`src/rtl/uim_pkg.sv`:
```
// Purpose: Shared constants and types of the UART interrupt enable and mask block
// Assumes: 32-bit AXI4-Lite register bus, byte addresses
// Notes:   Each number appears here once; logic uses the names
package uim_pkg;

    localparam int          NUM_CH        = 2;
    localparam int          ADDR_W        = 8;
    localparam int          DATA_W        = 32;

    // Register byte addresses
    localparam logic [7:0]  ADDR_MASK_A   = 8'h00;
    localparam logic [7:0]  ADDR_MASK_B   = 8'h04;
    localparam logic [7:0]  ADDR_CTRL     = 8'h08;
    localparam logic [7:0]  ADDR_EVT_STAT = 8'h0c;
    localparam logic [7:0]  ADDR_EVT_MASK = 8'h10;
    localparam logic [7:0]  ADDR_CHAN_STAT = 8'h14;

    // Interrupt mask register fields
    localparam int          MASK_W        = 8;
    localparam int          MASK_CTS      = 7;
    localparam int          MASK_RTS      = 6;
    localparam int          MASK_XOFF     = 5;
    localparam int          MASK_SLEEP    = 4;
    localparam int          MASK_MODEM    = 3;
    localparam int          MASK_LINE     = 2;
    localparam int          MASK_TX       = 1;
    localparam int          MASK_RX       = 0;
    localparam logic [7:0]  MASK_RESET    = 8'h00;
    localparam logic [7:0]  MASK_UPPER    = 8'hf0;

    // Sticky event fields, one nibble per channel
    localparam int          EVT_W         = 4;
    localparam int          EVT_CTS       = 3;
    localparam int          EVT_RTS       = 2;
    localparam int          EVT_XOFF      = 1;
    localparam int          EVT_TX        = 0;
    localparam logic [7:0]  EVT_RESET     = 8'h00;

    // Control register fields
    localparam int          CTRL_ENH_LSB  = 0;
    localparam int          CTRL_FIFO_LSB = 2;
    localparam logic [3:0]  CTRL_RESET    = 4'h0;

    // Channel status fields
    localparam int          CST_IRQ_LSB   = 0;
    localparam int          CST_SLEEP_LSB = 2;

    // Source widths
    localparam int          LINE_W        = 4;
    localparam int          MODEM_W       = 4;

    localparam logic [1:0]  RESP_OKAY     = 2'b00;
    localparam logic [1:0]  RESP_SLVERR   = 2'b10;

    typedef enum logic [1:0] {
        UIM_WR_IDLE = 2'b01,
        UIM_WR_RESP = 2'b10
    } uim_wr_state_t;

endpackage : uim_pkg

```
`src/rtl/uim_chan_if.sv`:
```
// Purpose: Bundle between the register top and one channel's interrupt logic
// Assumes: Single clock domain, all signals synchronous
// Notes:   Top drives configuration and sources, channel returns results
interface uim_chan_if;
    logic [7:0] mask;
    logic       fifo_mode;
    logic       rx_has_data;
    logic       rx_at_trigger;
    logic [3:0] line_err;
    logic [3:0] modem_change;
    logic       thr_empty;
    logic       tx_fifo_empty;
    logic       xoff_rx;
    logic       cts_sync;
    logic       rts_level;
    logic       isr_read;
    logic       thr_write;
    logic       irq;
    logic       sleep_en;
    logic [3:0] events;

    modport top (
        output mask,
        output fifo_mode,
        output rx_has_data,
        output rx_at_trigger,
        output line_err,
        output modem_change,
        output thr_empty,
        output tx_fifo_empty,
        output xoff_rx,
        output cts_sync,
        output rts_level,
        output isr_read,
        output thr_write,
        input  irq,
        input  sleep_en,
        input  events
    );

    modport chan (
        input  mask,
        input  fifo_mode,
        input  rx_has_data,
        input  rx_at_trigger,
        input  line_err,
        input  modem_change,
        input  thr_empty,
        input  tx_fifo_empty,
        input  xoff_rx,
        input  cts_sync,
        input  rts_level,
        input  isr_read,
        input  thr_write,
        output irq,
        output sleep_en,
        output events
    );
endinterface : uim_chan_if

```
`src/rtl/uim_channel.sv`:
```
// Purpose: Interrupt gating of one UART channel
// Assumes: CTS already synchronised; other sources from same-clock logic
// Notes:   Edge events latch until the source register is read, the THR is written (TX) or the mask bit clears
module uim_channel (
    input  wire logic clk,
    input  wire logic reset_n,
    uim_chan_if.chan  ch
);
    logic cts_prev_reg, cts_prev_next;
    logic rts_prev_reg, rts_prev_next;
    logic txe_prev_reg, txe_prev_next;
    logic cts_pend_reg, cts_pend_next;
    logic rts_pend_reg, rts_pend_next;
    logic xoff_pend_reg, xoff_pend_next;
    logic tx_pend_reg, tx_pend_next;
    logic irq_reg, irq_next;
    logic ev_cts, ev_rts, ev_xoff, ev_tx;
    logic rx_src, tx_src, line_src, modem_src;

    always_comb begin
        cts_prev_next = ch.cts_sync;
        rts_prev_next = ch.rts_level;
        txe_prev_next = ch.tx_fifo_empty;
        ev_cts  = ch.mask[uim_pkg::MASK_CTS] & ch.cts_sync & ~cts_prev_reg;
        ev_rts  = ch.mask[uim_pkg::MASK_RTS] & ch.rts_level & ~rts_prev_reg;
        ev_xoff = ch.mask[uim_pkg::MASK_XOFF] & ch.xoff_rx;
        ev_tx   = ch.mask[uim_pkg::MASK_TX] & ch.fifo_mode & ch.tx_fifo_empty & ~txe_prev_reg;
        // New event beats a read in the same cycle
        cts_pend_next  = ev_cts | (cts_pend_reg & ~ch.isr_read & ch.mask[uim_pkg::MASK_CTS]);
        rts_pend_next  = ev_rts | (rts_pend_reg & ~ch.isr_read & ch.mask[uim_pkg::MASK_RTS]);
        xoff_pend_next = ev_xoff | (xoff_pend_reg & ~ch.isr_read & ch.mask[uim_pkg::MASK_XOFF]);
        tx_pend_next   = ev_tx | (tx_pend_reg & ~(ch.isr_read | ch.thr_write)
                         & ch.mask[uim_pkg::MASK_TX] & ch.fifo_mode);
        rx_src    = ch.fifo_mode ? ch.rx_at_trigger : ch.rx_has_data;
        tx_src    = ch.fifo_mode ? tx_pend_reg
                                 : (ch.thr_empty & ch.mask[uim_pkg::MASK_TX]);
        line_src  = ch.mask[uim_pkg::MASK_LINE] & (|ch.line_err);
        modem_src = ch.mask[uim_pkg::MASK_MODEM] & (|ch.modem_change);
        irq_next  = (rx_src & ch.mask[uim_pkg::MASK_RX]) | tx_src | line_src | modem_src
                    | cts_pend_reg | rts_pend_reg | xoff_pend_reg;
    end

    always_ff @(posedge clk) begin
        if (!reset_n) begin
            cts_prev_reg  <= 1'b0;
            rts_prev_reg  <= 1'b0;
            txe_prev_reg  <= 1'b0;
            cts_pend_reg  <= 1'b0;
            rts_pend_reg  <= 1'b0;
            xoff_pend_reg <= 1'b0;
            tx_pend_reg   <= 1'b0;
            irq_reg       <= 1'b0;
        end else begin
            cts_prev_reg  <= cts_prev_next;
            rts_prev_reg  <= rts_prev_next;
            txe_prev_reg  <= txe_prev_next;
            cts_pend_reg  <= cts_pend_next;
            rts_pend_reg  <= rts_pend_next;
            xoff_pend_reg <= xoff_pend_next;
            tx_pend_reg   <= tx_pend_next;
            irq_reg       <= irq_next;
        end
    end

    assign ch.irq      = irq_reg;
    assign ch.sleep_en = ch.mask[uim_pkg::MASK_SLEEP];
    assign ch.events   = {ev_cts, ev_rts, ev_xoff, ev_tx};

endmodule : uim_channel

```
`src/rtl/uim_irq_enable_mask.sv`:
```
// Purpose: Dual-channel UART interrupt enable and mask, AXI4-Lite slave
// Assumes: UART sources on this clock except the CTS pins
// Notes:   One write and one read in flight; unmapped addresses answer SLVERR
//
// Chosen here: the AXI4-Lite register port and the address map.
module uim_irq_enable_mask (
    input  wire logic                          clk,
    input  wire logic                          reset_n,
    input  wire logic [uim_pkg::ADDR_W-1:0]    s_axi_awaddr,
    input  wire logic                          s_axi_awvalid,
    output logic                               s_axi_awready,
    input  wire logic [uim_pkg::DATA_W-1:0]    s_axi_wdata,
    input  wire logic [3:0]                    s_axi_wstrb,
    input  wire logic                          s_axi_wvalid,
    output logic                               s_axi_wready,
    output logic [1:0]                         s_axi_bresp,
    output logic                               s_axi_bvalid,
    input  wire logic                          s_axi_bready,
    input  wire logic [uim_pkg::ADDR_W-1:0]    s_axi_araddr,
    input  wire logic                          s_axi_arvalid,
    output logic                               s_axi_arready,
    output logic [uim_pkg::DATA_W-1:0]         s_axi_rdata,
    output logic [1:0]                         s_axi_rresp,
    output logic                               s_axi_rvalid,
    input  wire logic                          s_axi_rready,
    input  wire logic [1:0]                    clear_to_send_inputs,
    input  wire logic [1:0]                    request_to_send_outputs,
    input  wire logic [1:0]                    rx_data_flag,
    input  wire logic [1:0]                    rx_trigger_reached,
    input  wire logic [7:0]                    line_state_errors,
    input  wire logic [7:0]                    modem_state_changes,
    input  wire logic [1:0]                    tx_holding_empty,
    input  wire logic [1:0]                    tx_fifo_empty,
    input  wire logic [1:0]                    xoff_received,
    input  wire logic [1:0]                    isr_read_strobe,
    input  wire logic [1:0]                    thr_write_strobe,
    output logic                               channel_a_irq_out,
    output logic                               channel_b_irq_out,
    output logic [1:0]                         sleep_enable,
    output logic                               event_irq
);
    localparam int NC = uim_pkg::NUM_CH;

    uim_pkg::uim_wr_state_t          wr_state_reg, wr_state_next;
    logic                            aw_got_reg, aw_got_next;
    logic                            w_got_reg, w_got_next;
    logic [uim_pkg::ADDR_W-1:0]      waddr_reg, waddr_next;
    logic [uim_pkg::DATA_W-1:0]      wdata_reg, wdata_next;
    logic                            wstrb0_reg, wstrb0_next;
    logic [1:0]                      bresp_reg, bresp_next;
    logic                            rvalid_reg, rvalid_next;
    logic [uim_pkg::DATA_W-1:0]      rdata_reg, rdata_next;
    logic [1:0]                      rresp_reg, rresp_next;

    logic [uim_pkg::MASK_W-1:0]      mask_reg [NC];
    logic [uim_pkg::MASK_W-1:0]      mask_next [NC];
    logic [3:0]                      ctrl_reg, ctrl_next;
    logic [NC*uim_pkg::EVT_W-1:0]    evt_stat_reg, evt_stat_next;
    logic [NC*uim_pkg::EVT_W-1:0]    evt_mask_reg, evt_mask_next;
    logic [NC-1:0]                   cts_meta_reg, cts_meta_next;
    logic [NC-1:0]                   cts_sync_reg, cts_sync_next;

    logic [NC-1:0]                   chan_irq;
    logic [NC-1:0]                   chan_sleep;
    logic [NC*uim_pkg::EVT_W-1:0]    chan_events;
    logic                            do_write;
    logic [uim_pkg::DATA_W-1:0]      rd_value;
    logic                            rd_hit;
    logic                            wr_hit;
    logic [uim_pkg::EVT_W*NC-1:0]    w1c;

    // Decode shared by both read and write paths
    function automatic logic addr_mapped(input logic [uim_pkg::ADDR_W-1:0] a);
        addr_mapped = (a == uim_pkg::ADDR_MASK_A) || (a == uim_pkg::ADDR_MASK_B)
                   || (a == uim_pkg::ADDR_CTRL) || (a == uim_pkg::ADDR_EVT_STAT)
                   || (a == uim_pkg::ADDR_EVT_MASK) || (a == uim_pkg::ADDR_CHAN_STAT);
    endfunction : addr_mapped

    // Apply a mask write, upper half held unless enhanced functions are on
    function automatic logic [7:0] mask_write(input logic [7:0] old_v, input logic [7:0] new_v,
                                              input logic enh);
        logic [7:0] keep;
        keep = enh ? 8'h00 : uim_pkg::MASK_UPPER;
        mask_write = (old_v & keep) | (new_v & ~keep);
    endfunction : mask_write

    // Write channel: address and data taken in any order
    assign s_axi_awready = (wr_state_reg == uim_pkg::UIM_WR_IDLE) && !aw_got_reg;
    assign s_axi_wready  = (wr_state_reg == uim_pkg::UIM_WR_IDLE) && !w_got_reg;
    assign s_axi_bvalid  = (wr_state_reg == uim_pkg::UIM_WR_RESP);
    assign s_axi_bresp   = bresp_reg;
    assign s_axi_arready = !rvalid_reg;
    assign s_axi_rvalid  = rvalid_reg;
    assign s_axi_rdata   = rdata_reg;
    assign s_axi_rresp   = rresp_reg;

    always_comb begin
        wr_state_next = wr_state_reg;
        aw_got_next   = aw_got_reg;
        w_got_next    = w_got_reg;
        waddr_next    = waddr_reg;
        wdata_next    = wdata_reg;
        wstrb0_next   = wstrb0_reg;
        bresp_next    = bresp_reg;
        do_write      = 1'b0;
        wr_hit        = addr_mapped(waddr_reg);
        case (wr_state_reg)
            uim_pkg::UIM_WR_IDLE: begin
                if (s_axi_awvalid && s_axi_awready) begin
                    aw_got_next = 1'b1;
                    waddr_next  = s_axi_awaddr;
                end
                if (s_axi_wvalid && s_axi_wready) begin
                    w_got_next  = 1'b1;
                    wdata_next  = s_axi_wdata;
                    wstrb0_next = s_axi_wstrb[0];
                end
                if (aw_got_reg && w_got_reg) begin
                    do_write      = 1'b1;
                    bresp_next    = wr_hit ? uim_pkg::RESP_OKAY : uim_pkg::RESP_SLVERR;
                    aw_got_next   = 1'b0;
                    w_got_next    = 1'b0;
                    wr_state_next = uim_pkg::UIM_WR_RESP;
                end
            end
            uim_pkg::UIM_WR_RESP: begin
                if (s_axi_bready) begin
                    wr_state_next = uim_pkg::UIM_WR_IDLE;
                end
            end
            default: begin
                wr_state_next = uim_pkg::UIM_WR_IDLE;
            end
        endcase
    end

    // Register file next values
    always_comb begin
        for (int i = 0; i < NC; i++) begin
            mask_next[i] = mask_reg[i];
        end
        ctrl_next     = ctrl_reg;
        evt_mask_next = evt_mask_reg;
        w1c           = '0;
        // Only the low byte lane carries register bits
        if (do_write && wstrb0_reg) begin
            case (waddr_reg)
                uim_pkg::ADDR_MASK_A: begin
                    mask_next[0] = mask_write(mask_reg[0], wdata_reg[7:0],
                                              ctrl_reg[uim_pkg::CTRL_ENH_LSB]);
                end
                uim_pkg::ADDR_MASK_B: begin
                    mask_next[1] = mask_write(mask_reg[1], wdata_reg[7:0],
                                              ctrl_reg[uim_pkg::CTRL_ENH_LSB+1]);
                end
                uim_pkg::ADDR_CTRL: begin
                    ctrl_next = wdata_reg[3:0];
                end
                uim_pkg::ADDR_EVT_STAT: begin
                    w1c = wdata_reg[7:0];
                end
                uim_pkg::ADDR_EVT_MASK: begin
                    evt_mask_next = wdata_reg[7:0];
                end
                default: begin
                    ctrl_next = ctrl_reg;
                end
            endcase
        end
        // Set wins over a write-one clear in the same cycle
        evt_stat_next = (evt_stat_reg & ~w1c) | chan_events;
        cts_meta_next = clear_to_send_inputs;
        cts_sync_next = cts_meta_reg;
    end

    // Read channel
    always_comb begin
        rd_value = '0;
        rd_hit   = addr_mapped(s_axi_araddr);
        case (s_axi_araddr)
            uim_pkg::ADDR_MASK_A:    rd_value[7:0] = mask_reg[0];
            uim_pkg::ADDR_MASK_B:    rd_value[7:0] = mask_reg[1];
            uim_pkg::ADDR_CTRL:      rd_value[3:0] = ctrl_reg;
            uim_pkg::ADDR_EVT_STAT:  rd_value[7:0] = evt_stat_reg;
            uim_pkg::ADDR_EVT_MASK:  rd_value[7:0] = evt_mask_reg;
            uim_pkg::ADDR_CHAN_STAT: rd_value[3:0] = {chan_sleep, chan_irq};
            default:                 rd_value      = '0;
        endcase
        rvalid_next = rvalid_reg;
        rdata_next  = rdata_reg;
        rresp_next  = rresp_reg;
        if (rvalid_reg) begin
            if (s_axi_rready) begin
                rvalid_next = 1'b0;
            end
        end else if (s_axi_arvalid) begin
            rvalid_next = 1'b1;
            rdata_next  = rd_value;
            rresp_next  = rd_hit ? uim_pkg::RESP_OKAY : uim_pkg::RESP_SLVERR;
        end
    end

    always_ff @(posedge clk) begin
        if (!reset_n) begin
            wr_state_reg <= uim_pkg::UIM_WR_IDLE;
            aw_got_reg   <= 1'b0;
            w_got_reg    <= 1'b0;
            waddr_reg    <= '0;
            wdata_reg    <= '0;
            wstrb0_reg   <= 1'b0;
            bresp_reg    <= uim_pkg::RESP_OKAY;
            rvalid_reg   <= 1'b0;
            rdata_reg    <= '0;
            rresp_reg    <= uim_pkg::RESP_OKAY;
            for (int i = 0; i < NC; i++) begin
                mask_reg[i] <= uim_pkg::MASK_RESET;
            end
            ctrl_reg     <= uim_pkg::CTRL_RESET;
            evt_stat_reg <= uim_pkg::EVT_RESET;
            evt_mask_reg <= uim_pkg::EVT_RESET;
            cts_meta_reg <= '0;
            cts_sync_reg <= '0;
        end else begin
            wr_state_reg <= wr_state_next;
            aw_got_reg   <= aw_got_next;
            w_got_reg    <= w_got_next;
            waddr_reg    <= waddr_next;
            wdata_reg    <= wdata_next;
            wstrb0_reg   <= wstrb0_next;
            bresp_reg    <= bresp_next;
            rvalid_reg   <= rvalid_next;
            rdata_reg    <= rdata_next;
            rresp_reg    <= rresp_next;
            for (int i = 0; i < NC; i++) begin
                mask_reg[i] <= mask_next[i];
            end
            ctrl_reg     <= ctrl_next;
            evt_stat_reg <= evt_stat_next;
            evt_mask_reg <= evt_mask_next;
            cts_meta_reg <= cts_meta_next;
            cts_sync_reg <= cts_sync_next;
        end
    end

    // One independent gating instance per channel
    generate
        for (genvar c = 0; c < NC; c++) begin : g_chan
            uim_chan_if ifc ();

            assign ifc.mask          = mask_reg[c];
            assign ifc.fifo_mode     = ctrl_reg[uim_pkg::CTRL_FIFO_LSB+c];
            assign ifc.rx_has_data   = rx_data_flag[c];
            assign ifc.rx_at_trigger = rx_trigger_reached[c];
            assign ifc.line_err      = line_state_errors[c*uim_pkg::LINE_W +: uim_pkg::LINE_W];
            assign ifc.modem_change  = modem_state_changes[c*uim_pkg::MODEM_W +: uim_pkg::MODEM_W];
            assign ifc.thr_empty     = tx_holding_empty[c];
            assign ifc.tx_fifo_empty = tx_fifo_empty[c];
            assign ifc.xoff_rx       = xoff_received[c];
            assign ifc.cts_sync      = cts_sync_reg[c];
            assign ifc.rts_level     = request_to_send_outputs[c];
            assign ifc.isr_read      = isr_read_strobe[c];
            assign ifc.thr_write     = thr_write_strobe[c];
            assign chan_irq[c]       = ifc.irq;
            assign chan_sleep[c]     = ifc.sleep_en;
            assign chan_events[c*uim_pkg::EVT_W +: uim_pkg::EVT_W] = ifc.events;

            uim_channel u_chan (
                .clk     (clk),
                .reset_n (reset_n),
                .ch      (ifc)
            );
        end
    endgenerate

    assign channel_a_irq_out = chan_irq[0];
    assign channel_b_irq_out = chan_irq[1];
    assign sleep_enable      = chan_sleep;
    // Summary interrupt for software polling of edge events
    assign event_irq         = |(evt_stat_reg & evt_mask_reg);

endmodule : uim_irq_enable_mask

```
`config.mk`:
```
export PLATFORM = sky130hd
export DESIGN_NAME = uim_irq_enable_mask
export DESIGN_NICKNAME = d
export VERILOG_FILES = /design/src/rtl/uim_pkg.sv /design/src/rtl/uim_chan_if.sv /design/src/rtl/uim_channel.sv /design/src/rtl/uim_irq_enable_mask.sv
export SDC_FILE = /design/constraint.sdc
export NUM_CORES = 1
export LEC_CHECK = 0
export BUFFER_PORTS_ARGS = -buffer_cell sky130_fd_sc_hd__buf_2
export CAP_MARGIN = 20
export CELL_PAD_IN_SITES_DETAIL_PLACEMENT = 2
export CELL_PAD_IN_SITES_GLOBAL_PLACEMENT = 2
export CORE_ASPECT_RATIO = 0.7
export CORE_UTILIZATION = 31
export CTS_CLUSTER_SIZE = 28
export DETAILED_ROUTE_END_ITERATION = 8
export HOLD_SLACK_MARGIN = 0.08
export PLACE_DENSITY_LB_ADDON = 0.1
export SKIP_CTS_REPAIR_TIMING = 1
export SYNTH_ARGS = -nofsm -noshare
export SYNTH_HDL_FRONTEND = slang
export SYNTH_SLANG_ARGS = --single-unit
```
`constraint.sdc`:
```
create_clock -name clk -period 3.75 [get_ports clk]
set_clock_uncertainty 0.2 [all_clocks]
set_input_delay 0.375 -clock clk [delete_from_list [all_inputs] [get_ports clk]]
set_output_delay 0.375 -clock clk [all_outputs]
set_load 0.02 [all_outputs]
```
After elaboration in Yosys (flattened, before gate mapping)
Memory sizes are Yosys's and may differ from the RTL's.
Index checks and enable logic that the tools add are counted.

word-level totals
  memories kept = 1
  register bits after elaboration = 74
  bits in writable memories = 16
  output and inout port bits = 46

operators by class
  equality and inequality tests = 14
  bitwise operators = 89
  reduce and logical (&&, ||, !) cells = 37
  muxes and demuxes = 31

memory list
  memory    depth  width  read ports  clocked after memory_dff  write ports  RTL line                   text
  mask_reg  2      8      2           0                         2            uim_irq_enable_mask.sv:55  logic [uim_pkg::MASK_W-1:0] mask_reg [NC];

operator list
  kind                number
  $mux 8              8
  $and 8x8->8         6
  $and 1x1->1         42
  $eq 8x4->1 const B  4
  $eq 8x5->1 const B  4
  $not 8->8           3
  $or 1x1->1          24
  $or 8x8->8          3
  $pmux 4 s6          1
  $reduce_and 2->1    9
  $eq 8x3->1 const B  2
  $logic_not 8->1     2
  $mux 16             1
  $pmux 4 s4          1
  $reduce_or 4->1     4
  $mux 1              15
  $not 1->1           11
  $logic_or 1x1->1    10
  $mux 2              4
  $reduce_or 8->1     1
  $logic_and 1x1->1   6
  $ne 2x1->1 const B  2
  $pmux 2 s2          1
  $reduce_bool 2->1   2
  3 further kinds     5

Longest topological paths before layout
An unclocked memory read counts as a cell.

  depth after elaboration = 9
  gate-level depth with buffers = 6
  gate-level depth less buffers = 4

Cells and area by module
Synthesis repeated with hierarchy kept, for this count alone.

second synthesis, totals
  cell total of the unflattened synthesis = 483
  area, all modules = 4085.2 µm²

by module, submodules not included
  module               cells each  area each (µm²)  times used  sequential area each (µm²)
  uim_irq_enable_mask  399         3321.9           1           1441.4
  uim_channel          42          381.6            2           160.2

Least setup slack after synthesis
OpenSTA, ideal clock, no wires.

  path type = register -> register
  from = register wr_state_reg[0]
  to = register wdata_reg[0] (netlist name)
  data arrival time = 1622 ps
  data required time = 3478 ps
  clock period less this slack = 1894 ps
  cell stages (with the launch flop) = 6
  setup slack = 1856 ps
  path through = dfxtp_1 -> nor3b_1 -> and2_1 -> clkbuf_1 -> nand2_1 -> a21oi_1

on the way
  word-level cells in the longest chain between the ends = 4

ends and longest elaborated chain
  element                            RTL line                    text
  from (decl)                        uim_irq_enable_mask.sv:44   uim_pkg::uim_wr_state_t wr_state_reg, wr_state_next;
  from (signal assigned)             uim_irq_enable_mask.sv:205  wr_state_reg <= uim_pkg::UIM_WR_IDLE;
  from (signal assigned)             uim_irq_enable_mask.sv:224  wr_state_reg <= wr_state_next;
  $eq 2x1->1                         uim_irq_enable_mask.sv:89   assign s_axi_wready = (wr_state_reg == uim_pkg::UIM_WR_IDLE) && !w_got_reg;
  $logic_and 1x1->1                  uim_irq_enable_mask.sv:89
  net s_axi_wready                   uim_irq_enable_mask.sv:15   output logic s_axi_wready,
  $logic_and 1x1->1                  uim_irq_enable_mask.sv:113  if (s_axi_wvalid && s_axi_wready) begin
  $reduce_and 2->1 (no source line)  -
  to (signal assigned)               uim_irq_enable_mask.sv:228  wdata_reg <= wdata_next;
  to (decl)                          uim_irq_enable_mask.sv:48   logic [uim_pkg::DATA_W-1:0] wdata_reg, wdata_next;

The timed path passes the listed nets, and every way through them passes these cells.
A chain may end at the register's enable or synchronous reset.

Final worst setup path
  from = register waddr_reg[1] (netlist name)
  to = register evt_mask_reg[7] (netlist name)

on the way
  word-level cells in the longest chain between the ends = 2

ends and longest elaborated chain
  element                            RTL line                    text
  from (decl)                        uim_irq_enable_mask.sv:47   logic [uim_pkg::ADDR_W-1:0] waddr_reg, waddr_next;
  from (signal assigned)             uim_irq_enable_mask.sv:227  waddr_reg <= waddr_next;
  $eq 8x5->1                         uim_irq_enable_mask.sv:147  case (waddr_reg)
  $reduce_and 2->1 (no source line)  -
  to (signal assigned)               uim_irq_enable_mask.sv:220  evt_mask_reg <= uim_pkg::EVT_RESET;
  to (signal assigned)               uim_irq_enable_mask.sv:239  evt_mask_reg <= evt_mask_next;
  to (decl)                          uim_irq_enable_mask.sv:59   logic [NC*uim_pkg::EVT_W-1:0] evt_mask_reg, evt_mask_next;

No other way between the ends.

==> impl_results.md <==
- Fin Hold WS: 0.07919 ns
- Worst-skew pair later-pin latency: 0.33 ns
- Number of flops mapped to enable cells by yosys: 0
- Post-synthesis adder-cell area fraction: 0%
- Post-Synth XOR/XNOR Area: 0%
- Total clock sinks: ~90
- Compound-Gate Fraction of Synth Area: 13.65%
- WL/cell: ~17 um
- Pre-Repair DR Iteration Count: 4
- Final net count: 610
- Count of cell types in the netlist: between 40 and 50
- Worst-path clk slew: 0.06 ns
- Leak Pwr: between 0.0015 and 0.002 uW
- CTS tree: built
- Min-delay src: s_axi_awaddr[1]
- Hold WC Path Type: in2reg
- CORE AREA: roughly 12,000 um^2
- Vias: about 3,400
- Final setup viols: 0
- Crit-path max FO: 8
- Synth Cell Area: about 3900 um^2
- Remaining Overflow, GRT: 0
- Max incr delay on CP: roughly 0.60 ns
- Crit. End Element: flop
- Antenna violations before repair: 0
- Die area: 13,150 um^2
- Place WS: about 1.5 ns
- Seq/Total Area, Yosys: roughly 45%
- Asr flop ratio synth: 0%
- Total CTS buffers: 9
- Antenna-violating nets left: 0
- Crit path kind: reg2reg
- Non-Filler Instances: between 600 and 700
- Setup_tns: 0 ns
- Slew HR: a little over half
- Placed cell count: about 660
- Worst r2r src: waddr_reg[1]
- Status: completed
- Rows: 34
- Ports: roughly 140
- Startpoint types: flop
- Synth top area cells: dfxtp_1, nand2_1, mux2i_1
- Most frequent cells in the layout: nand2_1, dfxtp_1, buf_2
- N_diodes: 0
- Die Span Y: just under 100 um
- Critical Path AT: around 2.3 ns
- Worst Setup SP: waddr_reg[1]
- Layout cells sized above 1: approximately 21%
- Core Util, Final: approximately two fifths
- GRT Total Usage: slightly below 20%
- Pin count of the biggest net entering global routing: between 60 and 70
- DIE WIDTH: ~140 um
- Via density per instance: between 4 and 5
- Vias in the first global route: between 3,000 and 4,000
- Fmax: between 400 and 500 MHz
- Crit-path cells: or4_4 > nor3_2 > and4_1 > mux2i_1
- Power per Cell Area: between 400 and 500 nW/um^2
- Slew Limit Fails: 0
- Largest family of logic cells by synthesized area: simple AND/OR/NAND/NOR gates
- Dpl hpwl: ~9 mm
- Commonest non-fill, non-tap cell in the layout: nand2_1
- Period utilisation layout: between 60% and 70%
- Final wirelength: between 10 and 15 mm
- Port bufs: 85
- Mean Syn Cell Area: 9.022 um^2
- Area share of the leading cell type in the synthesized netlist: between 40% and 50%
- DRC: 0
- H-tree depth: 3
- Synth Area in Simple Gates: between 20% and 30%
- Layout area overhead: 22.01%
- First-pass GRT wire length: approximately 19 mm
- Clock Tree Root: clkbuf_16
- Post-synthesis mux area share: between 10 and 15%
- Worst-Margin Slew: between 0.7 and 0.8 ns
- Synth Instances: approximately 440
- Synth area leader: dfxtp_1
- Final RePlAce weighted congestion: around 0.73
- Post-synth top flop: dfxtp_1
- CP max stage cell: and4_1
- Max_cap viols: 0
- CP Data Required Time: around 3.8 ns
- Buffer depth of the longest clock path: 2
- Min cycle time layout: between 2 and 2.5 ns
- Final Hold Vio Count: 0
- Synthesis warning total: 0
- Seq cells post-synth: 88
- Number of DRC markers in iteration 0: ~160
- RSZ-0062 raised after global routing: no
- VDD IR max: roughly 270 uV
- Post-route setup slack: around 1.5 ns
- Initial Utilization: around a third
per-layer routing:
layer  GRT usage [%]  up-vias  wire length [um]
met4           4.537        0               101
met1           26.62     1630              5904
met5               0        -                 0
met2           30.88       79              5402
met3           3.739        9               546
li1                -     1632                 -
synthesized netlist by cell type (2+ instances only):
library cell / instances
nand2_1: 92
dfxtp_1: 88
a21oi_1: 36
mux2i_1: 34
buf_4: 29
and2_1: 14
nor2_1: 12
clkbuf_1: 11
inv_1: 9
a21boi_0: 6
a22oi_1: 6
o21a_1: 6
buf_2: 5
nand3b_1: 5
nor2b_1: 5
nor3b_1: 5
o21ai_0: 5
or4_1: 5
a32oi_1: 4
clkbuf_2: 4
nand2b_1: 4
nor3_1: 4
o2bb2ai_1: 4
a31oi_1: 3
and3_1: 3
and4b_1: 3
mux2_2: 3
mux4_2: 3
nand3_1: 3
a2111oi_0: 2
a222oi_1: 2
a22o_1: 2
a311oi_1: 2
nand4b_1: 2
o41ai_1: 2
cells by family after synthesis:
logic type / count (synthesis)
and+or+nand+nor: 165
AOI/OAI and AO/OA: 82
muxes: 40
buffers and inverters: 60
other: 1
DFF: 88
path summary, 6_finish.rpt:
path	to	slack, ns	cells past startpoint
worst max-delay path	evt_mask_reg[7]	1.47	4
worst min-delay path	waddr_reg[1]	0.08	3
worst max register to register	evt_mask_reg[7]	1.47	4
worst min register to register	cts_sync_reg[0]	0.24	1
critical path: cells and delay by family (launching register included):
kind,cells,cell delay (ns)
DFF,1,0.31
muxes,1,0.27
and+or+nand+nor,3,1.43
where the power goes:
part | leakage [uW] | internal, uW | switching, uW
clock network | 0.000176 | 737 | 373
registers | 0.000715 | 959 | 20.4
logic | 0.00101 | 67.8 | 125
metrics by stage:
stage / power, uW / area, um^2
after floorplan: 1131 / 4028
after global placement: 1182 / 4355
after detailed placement: 1190 / 4359
after CTS: 2304 / 4730
after global routing: 2377 / 4800
final: 2283 / 4800
area by class of cell:
type / instances / area, um^2
Clock buffer: 11 / 242.7
Clock inverter: 5 / 127.6
Fill cell: 1412 / 7580
Inverter: 10 / 37.54
Multi-Input combinational cell: 313 / 1913
Sequential cell: 88 / 1762
Tap cell: 162 / 202.7
Timing Repair Buffer: 95 / 514.2
Note: power is estimated with default switching activity, not from simulation.
